`src/logic/boiex_pkg.sv`:
```
// Constants shared by the byte operation execute block.
// Assumes a 12-bit instruction word and an 8-bit data path.
package boiex_pkg;
	localparam int INSN_W = 12;
	localparam int DATA_W = 8;
	localparam int FADDR_W = 5;
	localparam int PC_W = 11;
	// Instruction field positions
	localparam int DEST_BIT = 5;
	localparam int JUMP_K_W = 9;
	// Status bits feeding the upper program counter bits on a jump
	localparam int PAGE_LO = 5;
	localparam int PAGE_HI = 6;
	// Opcode patterns, upper six bits for file forms
	localparam logic [5:0] OP_COMPLEMENT = 6'h09;
	localparam logic [5:0] OP_DECREMENT = 6'h03;
	localparam logic [5:0] OP_DEC_SKIP = 6'h0b;
	localparam logic [5:0] OP_INCREMENT = 6'h0a;
	localparam logic [5:0] OP_INC_SKIP = 6'h0f;
	localparam logic [5:0] OP_OR_FILE = 6'h04;
	localparam logic [5:0] OP_MOVE_FILE = 6'h08;
	localparam logic [5:0] OP_ROT_LEFT = 6'h0d;
	localparam logic [5:0] OP_ROT_RIGHT = 6'h0c;
	localparam logic [6:0] OP_STORE_ACC = 7'h01;
	localparam logic [2:0] OP_JUMP = 3'h5;
	localparam logic [3:0] OP_OR_LIT = 4'hd;
	localparam logic [3:0] OP_LOAD_LIT = 4'hc;
	localparam logic [3:0] OP_RET_LIT = 4'h8;
	localparam logic [11:0] OP_IDLE = 12'h000;
	localparam logic [11:0] OP_PRESCALE = 12'h002;
	// Reset values
	localparam logic [7:0] ACC_RST = 8'h00;
	localparam logic [7:0] CFG_RST = 8'hff;
	localparam logic [10:0] PC_RST = 11'h7ff;
endpackage

```
`src/logic/boiex_alu.sv`:
```
// Combinational result unit for the file and literal operations.
// Assumes the caller has already decoded the operation class.
`timescale 1ns/1ps
module boiex_alu
	import boiex_pkg::*;
(
	input wire logic [3:0] sel,
	input wire logic [7:0] fval,
	input wire logic [7:0] acc,
	input wire logic [7:0] lit,
	input wire logic carry_in,
	output logic [7:0] result,
	output logic carry_out
);
	// Result select per operation class
	always_comb
	begin
		result = fval;
		carry_out = carry_in;
		case (sel)
			4'h0: result = ~fval;
			4'h1: result = fval - 8'h01;
			4'h2: result = fval + 8'h01;
			4'h3: result = acc | fval;
			4'h4: result = acc | lit;
			4'h5: result = acc;
			4'h6: result = lit;
			4'h7:
			begin
				result = {fval[6:0], carry_in};
				carry_out = fval[7];
			end
			4'h8:
			begin
				result = {carry_in, fval[7:1]};
				carry_out = fval[0];
			end
			default: result = fval;
		endcase
	end
endmodule

```
`src/logic/boiex_core.sv`:
```
// Decode and execute stage for a subset of a 12-bit instruction set.
// Assumes program memory presents the fetched word each cycle and the
// file register array answers reads combinationally.
//
// The register addresses and the plain strobed port were left to the implementer.
`timescale 1ns/1ps
module boiex_core
	import boiex_pkg::*;
(
	input wire logic REF_CLK,
	input wire logic RSTN,
	input wire logic CLK_EN,
	input wire logic [11:0] INSN,
	input wire logic [7:0] FILE_RDATA,
	input wire logic [7:0] STATUS_IN,
	input wire logic [10:0] STACK_TOP_ENTRY,
	output logic [4:0] FILE_ADDR,
	output logic FILE_WE,
	output logic [7:0] FILE_WDATA,
	output logic [7:0] ACC,
	output logic [7:0] PRESCALE_CFG,
	output logic ZERO_FLAG,
	output logic CARRY_FLAG,
	output logic [10:0] PC,
	output logic FLUSH,
	output logic STACK_POP
);
	////////////////////////////////////////////////////////////////////////
	typedef enum logic [1:0] {EXEC, BUBBLE} boiex_state_e;

	logic rst_s1_r;
	logic rst_n_r;
	boiex_state_e state_r;
	logic [7:0] acc_r;
	logic [7:0] cfg_r;
	logic zero_r;
	logic carry_r;
	logic [10:0] pc_r;
	logic [10:0] pc_nxt;
	logic [3:0] sel;
	logic [7:0] result;
	logic carry_res;
	logic is_file_op;
	logic dest_file;
	logic wr_acc;
	logic wr_file;
	logic set_zero;
	logic set_carry;
	logic skip;
	logic skip_op;
	logic take_jump;
	logic take_ret;
	logic valid;

	// Reset release through two flops
	always_ff @(posedge REF_CLK or negedge RSTN)
	begin
		if (!RSTN)
		begin
			rst_s1_r <= 1'b0;
			rst_n_r <= 1'b0;
		end
		else
		begin
			rst_s1_r <= 1'b1;
			rst_n_r <= rst_s1_r;
		end
	end

	////////////////////////////////////////////////////////////////////////
	// Decode; a discarded word executes as idle
	assign valid = (state_r == EXEC);
	assign dest_file = INSN[DEST_BIT];
	always_comb
	begin
		sel = 4'hf;
		is_file_op = 1'b0;
		wr_acc = 1'b0;
		wr_file = 1'b0;
		set_zero = 1'b0;
		set_carry = 1'b0;
		skip_op = 1'b0;
		take_jump = 1'b0;
		take_ret = 1'b0;
		if (valid)
		begin
			is_file_op = 1'b1;
			case (INSN[11:6])
				OP_COMPLEMENT: begin sel = 4'h0; set_zero = 1'b1; end
				OP_DECREMENT: begin sel = 4'h1; set_zero = 1'b1; end
				OP_DEC_SKIP: begin sel = 4'h1; skip_op = 1'b1; end
				OP_INCREMENT: begin sel = 4'h2; set_zero = 1'b1; end
				OP_INC_SKIP: begin sel = 4'h2; skip_op = 1'b1; end
				OP_OR_FILE: begin sel = 4'h3; set_zero = 1'b1; end
				OP_MOVE_FILE: begin sel = 4'hf; set_zero = 1'b1; end
				OP_ROT_LEFT: begin sel = 4'h7; set_carry = 1'b1; end
				OP_ROT_RIGHT: begin sel = 4'h8; set_carry = 1'b1; end
				default: is_file_op = 1'b0;
			endcase
			if (is_file_op)
			begin
				// Destination routing
				wr_file = dest_file;
				wr_acc = !dest_file;
			end
			else if (INSN[11:5] == OP_STORE_ACC)
			begin
				sel = 4'h5;
				wr_file = 1'b1;
			end
			else if (INSN[11:9] == OP_JUMP)
				take_jump = 1'b1;
			else if (INSN[11:8] == OP_OR_LIT)
			begin
				sel = 4'h4;
				wr_acc = 1'b1;
				set_zero = 1'b1;
			end
			else if (INSN[11:8] == OP_LOAD_LIT)
			begin
				sel = 4'h6;
				wr_acc = 1'b1;
			end
			else if (INSN[11:8] == OP_RET_LIT)
			begin
				sel = 4'h6;
				wr_acc = 1'b1;
				take_ret = 1'b1;
			end
		end
	end

	// Result unit
	boiex_alu u_alu (
		.sel(sel),
		.fval(FILE_RDATA),
		.acc(acc_r),
		.lit(INSN[7:0]),
		.carry_in(carry_r),
		.result(result),
		.carry_out(carry_res)
	);

	// Skip decision kept outside the decode process so the result path forms no loop
	assign skip = skip_op && (result == 8'h00);
	assign FILE_ADDR = INSN[4:0];
	assign FILE_WE = wr_file && CLK_EN;
	assign FILE_WDATA = result;
	assign FLUSH = valid && (skip || take_jump || take_ret);
	assign STACK_POP = take_ret && CLK_EN;

	////////////////////////////////////////////////////////////////////////
	// Two-cycle sequencing: flushed slot runs as idle
	always_ff @(posedge REF_CLK or negedge rst_n_r)
	begin
		if (!rst_n_r)
			state_r <= EXEC;
		else if (CLK_EN)
		begin
			case (state_r)
				EXEC: state_r <= FLUSH ? BUBBLE : EXEC;
				BUBBLE: state_r <= EXEC;
				default: state_r <= EXEC;
			endcase
		end
	end

	// Program counter
	always_comb
	begin
		pc_nxt = pc_r + 11'h001;
		if (take_jump)
			pc_nxt = {STATUS_IN[PAGE_HI:PAGE_LO], INSN[8:0]};
		else if (take_ret)
			pc_nxt = STACK_TOP_ENTRY;
	end
	always_ff @(posedge REF_CLK or negedge rst_n_r)
	begin
		if (!rst_n_r)
			pc_r <= PC_RST;
		else if (CLK_EN)
			pc_r <= pc_nxt;
	end

	// Accumulator
	always_ff @(posedge REF_CLK or negedge rst_n_r)
	begin
		if (!rst_n_r)
			acc_r <= ACC_RST;
		else if (CLK_EN && wr_acc)
			acc_r <= result;
	end

	// Prescaler configuration load
	always_ff @(posedge REF_CLK or negedge rst_n_r)
	begin
		if (!rst_n_r)
			cfg_r <= CFG_RST;
		else if (CLK_EN && valid && INSN == OP_PRESCALE)
			cfg_r <= acc_r;
	end

	// Zero and carry flags
	always_ff @(posedge REF_CLK or negedge rst_n_r)
	begin
		if (!rst_n_r)
		begin
			zero_r <= 1'b0;
			carry_r <= 1'b0;
		end
		else if (CLK_EN)
		begin
			if (set_zero)
				zero_r <= (result == 8'h00);
			if (set_carry)
				carry_r <= carry_res;
		end
	end

	assign ACC = acc_r;
	assign PRESCALE_CFG = cfg_r;
	assign ZERO_FLAG = zero_r;
	assign CARRY_FLAG = carry_r;
	assign PC = pc_r;
endmodule

```
`config.mk`:
```
export PLATFORM = sky130hd
export DESIGN_NAME = boiex_core
export DESIGN_NICKNAME = d
export VERILOG_FILES = /design/src/logic/boiex_pkg.sv /design/src/logic/boiex_alu.sv /design/src/logic/boiex_core.sv
export SDC_FILE = /design/constraint.sdc
export NUM_CORES = 1
export LEC_CHECK = 0
export BUFFER_PORTS_ARGS = -buffer_cell sky130_fd_sc_hd__buf_2
export CORE_ASPECT_RATIO = 0.5
export CORE_MARGIN = 3
export CORE_UTILIZATION = 40
export CTS_BUF_LIST = sky130_fd_sc_hd__clkbuf_4
export DETAILED_ROUTE_END_ITERATION = 8
export PLACE_DENSITY = 0.7
export SETUP_SLACK_MARGIN = 0.2
export SYNTH_ARGS = -nofsm -noshare
export SYNTH_HDL_FRONTEND = slang
export SYNTH_HIERARCHICAL = 1
export SYNTH_SLANG_ARGS = --single-unit
```
`constraint.sdc`:
```
create_clock -name REF_CLK -period 10.85 [get_ports REF_CLK]
set_clock_uncertainty 0.2 [all_clocks]
set_input_delay 0 -clock REF_CLK [delete_from_list [all_inputs] [get_ports REF_CLK]]
set_output_delay 0 -clock REF_CLK [all_outputs]
set_load 0.1 [all_outputs]
```
==> results.toml, run 1 <==
[run_status]
status = "completed"

[cts]
cts_tree = "done"
clk_path_buf_depth = 2
cts_resized = 0
cts_buffers = 5
root_buffer = "clkbuf_4"
htreeDepth = 2
clock_latency_ns = 0.34
clk_pin_slew_worst_paths_ns = 0.11
cts.sinks = 32

[pwr]
leakage_nw = 1.63
ir_drop_v = 0.0000853
clockPowerShare_pct = 9.8
pwr-share-seq_pct = 27.5
combPwrFrac_pct = 62.8
p_int_mw = 0.303
p_sw_mw = 0.424
switching_share_pct = 58.3
power.density_mw_per_mm2 = 192

[route]
drc = 0
firstDrtPassIters = 4
wirelength_mm = 9.16
wire_per_inst_microns = 16.4
drt-initial-drc-count = 277
via_per_inst = 5.71
num_vias = 3182
antenna_left = 0

[placed_design]
portBuffers = 80
gp_congestion = 0.901
dp_hpwl_mm = 6.52

[timing]
setup_viol = 0
fin_crit_sh_pct = 48.3
rsz0062_at_grt = "false"
layout_min_cycle_time_ns = 5.24
maxSlewViolCount = 0
hold_viol = 0
fin_tns_setup_ns = 0
relSlewSlack_pct = 39.4
worstMarginPinSlew_ns = 0.909
max_freq_mhz = 191
hold-worst-slack_ns = 0.0393

[die]
die_h_microns = 68.2
core_area_sq_mm = 0.00707
fp-row-count = 21
die-area_sq_mm = 0.00888
die_width_microns = 130
io_pins = 87
start_util_pct = 43.7

[grt]
antenna_found_initial = 0
grt_max_degree = 34
grt_pass1_vias = 2913
overflow = 0
grt_pass1_wl_mm = 14.8
gr-usage-all-layers_pct = 20.8

[synth]
ys.flop_type = "dfstp_2"
ys_seq_elements = 32
yosysWarnings = 6
synth_cells = 377
syn_nets = 427
synthArstFlopShare_pct = 100
seq_area_frac_synth_pct = 26.7
syn_area_sq_mm = 0.00309
syn_area_per_cell_sq_um = 8.20
synth_edf_count = 0
synth_cell_types = 65

[final_layout]
fin_nets = 514
layout_common_cells = "buf_2, nor2_1, a21oi_1"
nFillCells = 687
syn_to_final_growth_pct = 22.3
diodes = 0
drive_gt1_share_pct = 30.1
layout_commonest_cell = "buf_2"

[critical_path]
cp.arrival_ns = 5.04
start_kind = "flop"
critical_path_class = "flop to output pin"
end_kind = "output pin"
cp_max_fo = 16
cp.required_ns = 10.65

[hold_path]
hp-class = "primary input to flop"

[flow_run]
drv_cap = 0
## power by group through the flow
stage,Sequential [mW],Combinational [mW],Clock (mW)
2_1_floorplan,0.387,0.177,0
3_3_place_gp,0.200,0.429,0
3_5_place_dp,0.201,0.431,0
4_1_cts,0.199,0.454,0.0729
5_1_grt,0.205,0.483,0.0791
6_report,0.200,0.456,0.0712
## flip-flops by register name, indices dropped and copies added, names as in the netlist
register      flops
ACC               8
CARRY_FLAG        1
PC               11
PRESCALE_CFG      8
ZERO_FLAG         1
rst_n_r           1
rst_s1_r          1
state_r           1
## synthesized netlist by cell type, drive strengths merged, types with 3 or more instances
cell type  number  area, sq um
a211oi          7         52.6
a21o            3         22.5
a21oi          34          174
a22oi           5         37.5
a31oi          10         62.6
and3            6         37.5
buf            17          111
clkbuf         11         41.3
dfrtp          13          325
dfstp          19          499
ha              7         87.6
inv            14         52.6
mux2           21          297
mux2i           4         40.0
nand2          27          101
nand2b          7         43.8
nand3          19         95.1
nor2           33          124
nor3           12         76.3
o211ai          8         65.1
o21ai          24          120
o221ai          9         78.8
o22a            3         26.3
o22ai           8         50.1
o32ai           4         35.0
or2             5         33.8
or4             3         22.5
xnor2           9         78.8
xor2            3         26.3
## critical path, stage by stage, from the launching register on
cell	delay [ns]
dfrtp_1	0.46
a31oi_1	0.21
nand2_1	0.39
or4b_4	0.76
ha_1	0.33
a211oi_1	0.38
o211ai_1	0.15
o2bb2ai_1	0.19
o21a_1	0.21
o22a_1	0.22
or4_1	0.47
nor2_1	0.24
a21oi_1	0.13
nor2_1	0.13
buf_2	0.44
## logic make-up (layout without fill, tap and decap cells)
| family | count (synthesis) | in the layout | share of synthesized area [%] |
|---|---|---|---|
| AND/OR/NAND/NOR | 124 | 124 | 20.3 |
| flip-flops | 32 | 32 | 26.7 |
| other | 1 | 1 | 0.121 |
| AO/OA/AOI/OAI | 133 | 133 | 28.5 |
| adder cells (fa/ha/maj) | 8 | 8 | 3.48 |
| XOR/XNOR | 12 | 12 | 3.40 |
| multiplexers | 25 | 25 | 10.9 |
| buffers and inverters | 42 | 130 | 6.64 |
## layer usage
layer  share of wire [%]  GRT usage [%]
met1                  48           30.3
met2                  45           32.7
met3                 5.8           2.96
met4                0.88           5.05
met5                   0              0
## what timing repair did
action,in CTS,in global routing
hold endpoints to repair,16,0
setup endpoints to repair,0,0
buffers inserted,0,0
hold buffers,26,0
## worst paths after layout
path	start	end	slack, ns	cells past startpoint
worst max-delay path	state_r[0]	FLUSH	5.61	14
worst min-delay path	INSN[1]	PC[1]	0.04	4
worst max register to register	state_r[0]	state_r[0]	6.28	13
worst min register to register	rst_n_r	CARRY_FLAG	0.10	1
max in group asynchronous	RSTN	rst_n_r	10.00	3
min in group asynchronous	rst_n_r	CARRY_FLAG	0.10	1
## cell type report
cell class                      count  area, sq um  share of cell area [%]
Inverter                           14         52.6                    1.39
Clock buffer                        6         45.0                    1.19
Multi-Input combinational cell    303         2060                    54.5
Sequential cell                    32          825                    21.8
Clock inverter                      2         7.51                   0.199
Timing Repair Buffer              108          676                    17.9
Tap cell                           92          115                    3.04
## metrics by stage
step | total power [mW] | instance area [sq um] | instances | setup WS, ns | utilization (%)
after floorplan | 0.563 | 3090 | 377 | 4.99 | -
after global placement | 0.629 | 3470 | 523 | 5.82 | 49.1
after detailed placement | 0.632 | 3470 | 523 | 5.82 | 49.1
after CTS | 0.726 | 3780 | 557 | 5.64 | 53.5
after global routing | 0.767 | 3780 | 557 | 5.29 | 53.5
final | 0.727 | 3780 | 557 | 5.61 | 53.5
Power figures use the tool's default switching activity.
==> inputs of run 2 (changes only) <==
ABC_AREA = 1   (was unset)
PLACE_DENSITY = 0.69   (was 0.7)
clock period = 4.9 ns   (was 10.85 ns; I/O delays follow)
==> run 2 against run 1 <==
  * Critical path depth increased by 11
  * Final area rose by 12%
  * Die area is 6.0% higher
  * Highest routed layer unchanged
  * Combinational power up 99%
  * Largest power group unchanged
==> results.toml, run 2 <==
[timing]
relSlewSlack_pct = 60.1
setup_viol = 0
rsz0062_at_grt = "false"
hold_viol = 0
hold-worst-slack_ns = 0.0545
fin_crit_sh_pct = 87.9
layout_min_cycle_time_ns = 4.31
layout_setup_ws_ns = 0.591
worstMarginPinSlew_ns = 0.596
fin_tns_setup_ns = 0
max_freq_mhz = 232
maxSlewViolCount = 0

[synth]
synthAdderAreaFrac_pct = 3.27
synthArstFlopShare_pct = 100
syn_nets = 571
yosysWarnings = 6
synth_edf_count = 0
ys.flop_type = "dfstp_2"
yosysTopAreaCell = "nand2_1"
synth_top_family_by_area = "simple AND/OR/NAND/NOR gates"
syn_area_per_cell_sq_um = 6.31
seq_area_frac_synth_pct = 25.1
yosysTopAreaCellShare_pct = 18.3
syn_area_sq_mm = 0.00329
yosysMostFrequentCell = "nand2_1"
synth_compound_area_share_pct = 10.2
synth_commonest_cells = "nand2_1, nand3_1, inv_1"
ys_seq_elements = 32
synth_xor_area_share_pct = 1.60
yosys.area_share.simple_pct = 48.6
synth_mux_area_share_pct = 0
yosys-top-cells-area = "nand2_1, dfstp_2, nand3_1"
synth_cells = 521
synth_cell_types = 43

[run_status]
status = "completed"

[route]
wirelength_mm = 9.95
wire_per_inst_microns = 13.4
antenna_left = 0
firstDrtPassIters = 4
drt-initial-drc-count = 282
via_per_inst = 4.99
drc = 0
num_vias = 3704

[critical_path]
cp.required_ns = 4.70
rr_startpoint = "state_r[0]"
start_kind = "primary input"
end_kind = "output pin"
cp.arrival_ns = 4.11
crit_start = "INSN[6]"
critical_path_class = "primary input to output pin"
endpoint = "FLUSH"
r2r-end = "state_r[0]"
reg2reg_depth = 19
cp_max_fo = 9
r2r_slack_ns = 1.26

[grt]
grt.busiest_layer = "met2"
grt_util_met2_pct = 36.2
antenna_found_initial = 0
grt_max_degree = 31
grt_pass1_wl_mm = 17.2
gr-usage-all-layers_pct = 21.9
grt_pass1_vias = 3491
met3_usage_pct = 2.09
met1_usage_pct = 30.8
overflow = 0

[die]
start_util_pct = 43.0
core_area_sq_mm = 0.00765
die_h_microns = 70.1
io_pins = 87
die-area_sq_mm = 0.00941
fp-row-count = 22
die_width_microns = 134

[cts]
clock_latency_ns = 0.33
cts_setup_buffers = 0
cts.sinks = 32
cts_buffers = 5
root_buffer = "clkbuf_4"
cts_tree = "done"
clk_pin_slew_worst_paths_ns = 0.10
clk_path_buf_depth = 2
htreeDepth = 2

[final_layout]
fin_nets = 684
layout_commonest_cell = "nand2_1"
instances_no_fill = 743
finalInstanceArea_sq_mm = 0.00425
layout_common_cells = "nand2_1, buf_2, nand3_1"
fin_util_pct = 55.5
diodes = 0
nFillCells = 795
drive_gt1_share_pct = 26.1
syn_to_final_growth_pct = 29.2
largest_reg_flops = 11

[placed_design]
dp_cells = 697
dp_hpwl_mm = 7.50
portBuffers = 80
gp_congestion = 0.961
placed_area_sq_mm = 0.00379
dp_slack_ns = 0.614

[flow_run]
drv_cap = 0

[pwr]
leakage_nw = 2.22
ir_drop_v = 0.000376
power.total_mw = 1.51
power.density_mw_per_mm2 = 355

[hold_path]
hp-class = "primary input to flop"
-- run 2: changes by cell type after synthesis, moves of 8 or more --
cell / change
o221ai_1: -8
nand2_1: +133
a31oi_1: -9
inv_1: +52
nand4_1: +12
a21oi_1: -21
nand3_1: +54
nor2_1: +11
o21ai_2: +8
mux2_4: -16
clkbuf_1: -9
-- run 2: cell type report --
type,instances,area [sq um],share of cell area [%]
Inverter,71,267,6.27
Timing Repair Buffer,121,803,18.9
Multi-Input combinational cell,403,2140,50.4
Tap cell,108,135,3.18
Clock buffer,5,37.5,0.883
Sequential cell,32,825,19.4
Clock inverter,3,42.5,1.00
-- run 2: what timing repair did --
item / 4_1_cts / 5_1_grt
resized for setup: 0 / 0
hold buffers: 38 / 0
hold endpoints to repair: 24 / 0
-- run 2: metal layers --
layer  up-vias  part of all wire (%)
met5         -                     0
met4         0                   1.2
met3        10                   6.2
met2       118                    46
met1      1676                    46
li1       1900                     -
-- run 2: worst min-delay path by stage --
stage	startpoint	end	slack (ns)	cells after the start
floorplan	RSTN	rst_n_r	-0.50	0
global placement	RSTN	rst_s1_r	-0.41	1
detailed placement	RSTN	rst_s1_r	-0.41	1
CTS	INSN[10]	ZERO_FLAG	0.02	7
global route	FILE_RDATA[1]	ACC[1]	0.07	5
finish	FILE_RDATA[1]	ACC[1]	0.05	5
-- run 2: critical path, stage by stage --
cell,delay (ns)
buf_2,0.16
nor2_1,0.34
nand3_2,0.13
nand2_1,0.14
nor2_4,0.07
nand2_4,0.09
nand4_1,0.08
nand2_1,0.08
nand2_1,0.24
nor2_4,0.30
nand2_1,0.26
ha_1,0.40
or2_2,0.31
nand2_1,0.08
nand2_1,0.05
nand3_1,0.07
nand2_1,0.05
nor2_1,0.10
nand3_2,0.10
nor2_1,0.09
nand2_1,0.07
nor2_1,0.19
nand3_1,0.11
nand3_1,0.11
buf_2,0.46
-- run 2: cell families after synthesis --
family,after synthesis
DFF,32
and+or+nand+nor,333
AOI/OAI and AO/OA,55
buffers and inverters,86
adders and majority gates,8
other,1
xor gates and xnor gates,6
-- run 2: report_power, final --
group	internal [mW]	switching, mW
Sequential	0.332	0.0682
Combinational	0.197	0.712
Clock	0.106	0.0928
==> inputs of run 3 (changes only) <==
RECOVER_POWER = 25   (was unset)
==> run 3 against run 2 <==
  * The flow now finishes with violations (capacitance limit, slew limit)
  * Flip-flop and latch count is the same
  * Cell count is the same
  * Combinational power is essentially flat
  * Global-route usage is the same
  * Clock power is essentially flat
  * Critical path depth is the same
  * Register-to-register slack is essentially flat
  * First-iteration DRC count shrank 9.9%
  * Critical endpoint unchanged
  * Largest power group unchanged
==> results.toml, run 3 (same netlist as run 2, synthesis figures left out) <==
[timing]
max_freq_mhz = 233
setup_viol = 0
fin_crit_sh_pct = 87.8
rsz0062_at_grt = "false"
worstMarginPinSlew_ns = 1.57
layout_min_cycle_time_ns = 4.30
relSlewSlack_pct = -4.76
layout_setup_ws_ns = 0.600
maxSlewViolCount = 31
fin_tns_setup_ns = 0
hold_viol = 0

[critical_path]
r2r-end = "state_r[0]"
crit_slowest_cell = "buf_2"
r2r_slack_ns = 1.27
start_kind = "primary input"
rr_startpoint = "state_r[0]"
reg2reg_depth = 19
path_buf_inv = 2
cp_slowest_stage_delay_ns = 0.46
cpLargestDelayFamily = "simple AND/OR/NAND/NOR gates"
end_kind = "output pin"
worstSetupPathDepth = 25
cp.required_ns = 4.70
critical_path_class = "primary input to output pin"
cp.arrival_ns = 4.10
path_common_cell = "nand2_1"
cp_max_fo = 9

[placed_design]
portBuffers = 80
gp_congestion = 0.961
dp_slack_ns = 0.614
dp_hpwl_mm = 7.50

[die]
die-area_sq_mm = 0.00941
die_width_microns = 134
die_h_microns = 70.1
start_util_pct = 43.0
fp-row-count = 22
core_area_sq_mm = 0.00765
io_pins = 87

[run_status]
failed_checks = "capacitance limit, slew limit"
status = "finished, violations left"

[pwr]
power.density_mw_per_mm2 = 355
leakage_nw = 2.22
combPwrFrac_pct = 60.2
switching_share_pct = 57.9
pwr-share-seq_pct = 26.5
ir_drop_v = 0.000376
p_sw_mw = 0.874
p_int_mw = 0.635
power.total_mw = 1.51
clockPowerShare_pct = 13.3

[route]
drc = 0
wire_per_inst_microns = 13.4
num_vias = 3722
antenna_left = 0
drt-initial-drc-count = 254
via_per_inst = 5.01
firstDrtPassIters = 5
wirelength_mm = 9.96

[hold_path]
whs_endpoint = "ACC[1]"
hp-class = "primary input to flop"
hold_depth = 5
worstHoldStart = "FILE_RDATA[1]"

[final_layout]
diodes = 0
fin_nets = 684
layout_common_cells = "nand2_1, buf_2, nand3_1"
drive_gt1_share_pct = 25.8
layout_commonest_cell = "nand2_1"
syn_to_final_growth_pct = 29.0
largest_reg_flops = 11

[cts]
cts_setup_buffers = 0
clk_pin_slew_worst_paths_ns = 0.10
cts_buffers = 5
root_buffer = "clkbuf_4"
clk_path_buf_depth = 2
htreeDepth = 2
clock_latency_ns = 0.33
cts_tree = "done"
cts_resized = 0
cts.sinks = 32
cts_hold_buf = 38

[grt]
grt_pass1_vias = 3491
grt_pass1_wl_mm = 17.2
grt_max_degree = 31
gr-usage-all-layers_pct = 21.9
overflow = 0
antenna_found_initial = 0

[flow_run]
drv_cap = 1
## run 3: worst register-to-register path, delay by kind of cell, from the launching register on
family | cells | cell delay [ns]
buffers and inverters | 1 | 0.20
flip-flops | 1 | 0.43
adder cells (fa/ha/maj) | 1 | 0.40
AO/OA/AOI/OAI | 1 | 0.07
AND/OR/NAND/NOR | 16 | 2.24
## run 3: how the worst max path moves through the flow
stage	start	to	slack [ns]
2_1_floorplan	INSN[6]	state_r[0]	0.31
3_3_place_gp	INSN[6]	FLUSH	0.67
3_5_place_dp	INSN[6]	FLUSH	0.61
4_1_cts	INSN[6]	FLUSH	0.59
5_1_grt	INSN[6]	FLUSH	0.24
6_report	INSN[6]	FLUSH	0.60
## run 3: area by class of cell
cell class | instances | area (sq um)
clock buffer | 5 | 37.5
inverter | 71 | 267
fill | 796 | 3410
sequential | 32 | 825
tap | 108 | 135
timing repair buffer | 121 | 798
clock inverter | 3 | 42.5
multi-input combinational | 403 | 2140
## run 3: power by group through the flow
stage | Combinational [mW] | Sequential [mW] | Clock, mW
final | 0.908 | 0.400 | 0.200
after global routing | 0.973 | 0.411 | 0.224
after CTS | 0.906 | 0.399 | 0.205
after detailed placement | 0.860 | 0.403 | 0
after global placement | 0.853 | 0.404 | 0
after floorplan | 0.361 | 0.751 | 0
## run 3: per-layer routing
metal  track usage (%)  part of all wire [%]
met1              30.8                    46
met2              36.2                    46
met3              2.09                   6.7
met4              5.42                   1.4
met5                 0                     0
## run 3: metrics by stage
stage          hold slack (ns)  utilization, %  cells  area [sq um]
2_1_floorplan           -0.496               -    521          3330
3_3_place_gp            -0.415            49.5    697          3790
3_5_place_dp            -0.412            49.5    697          3790
4_1_cts                 0.0229            55.5    743          4250
5_1_grt                 0.0678            55.5    743          4240
6_report                0.0500            55.5    743          4240
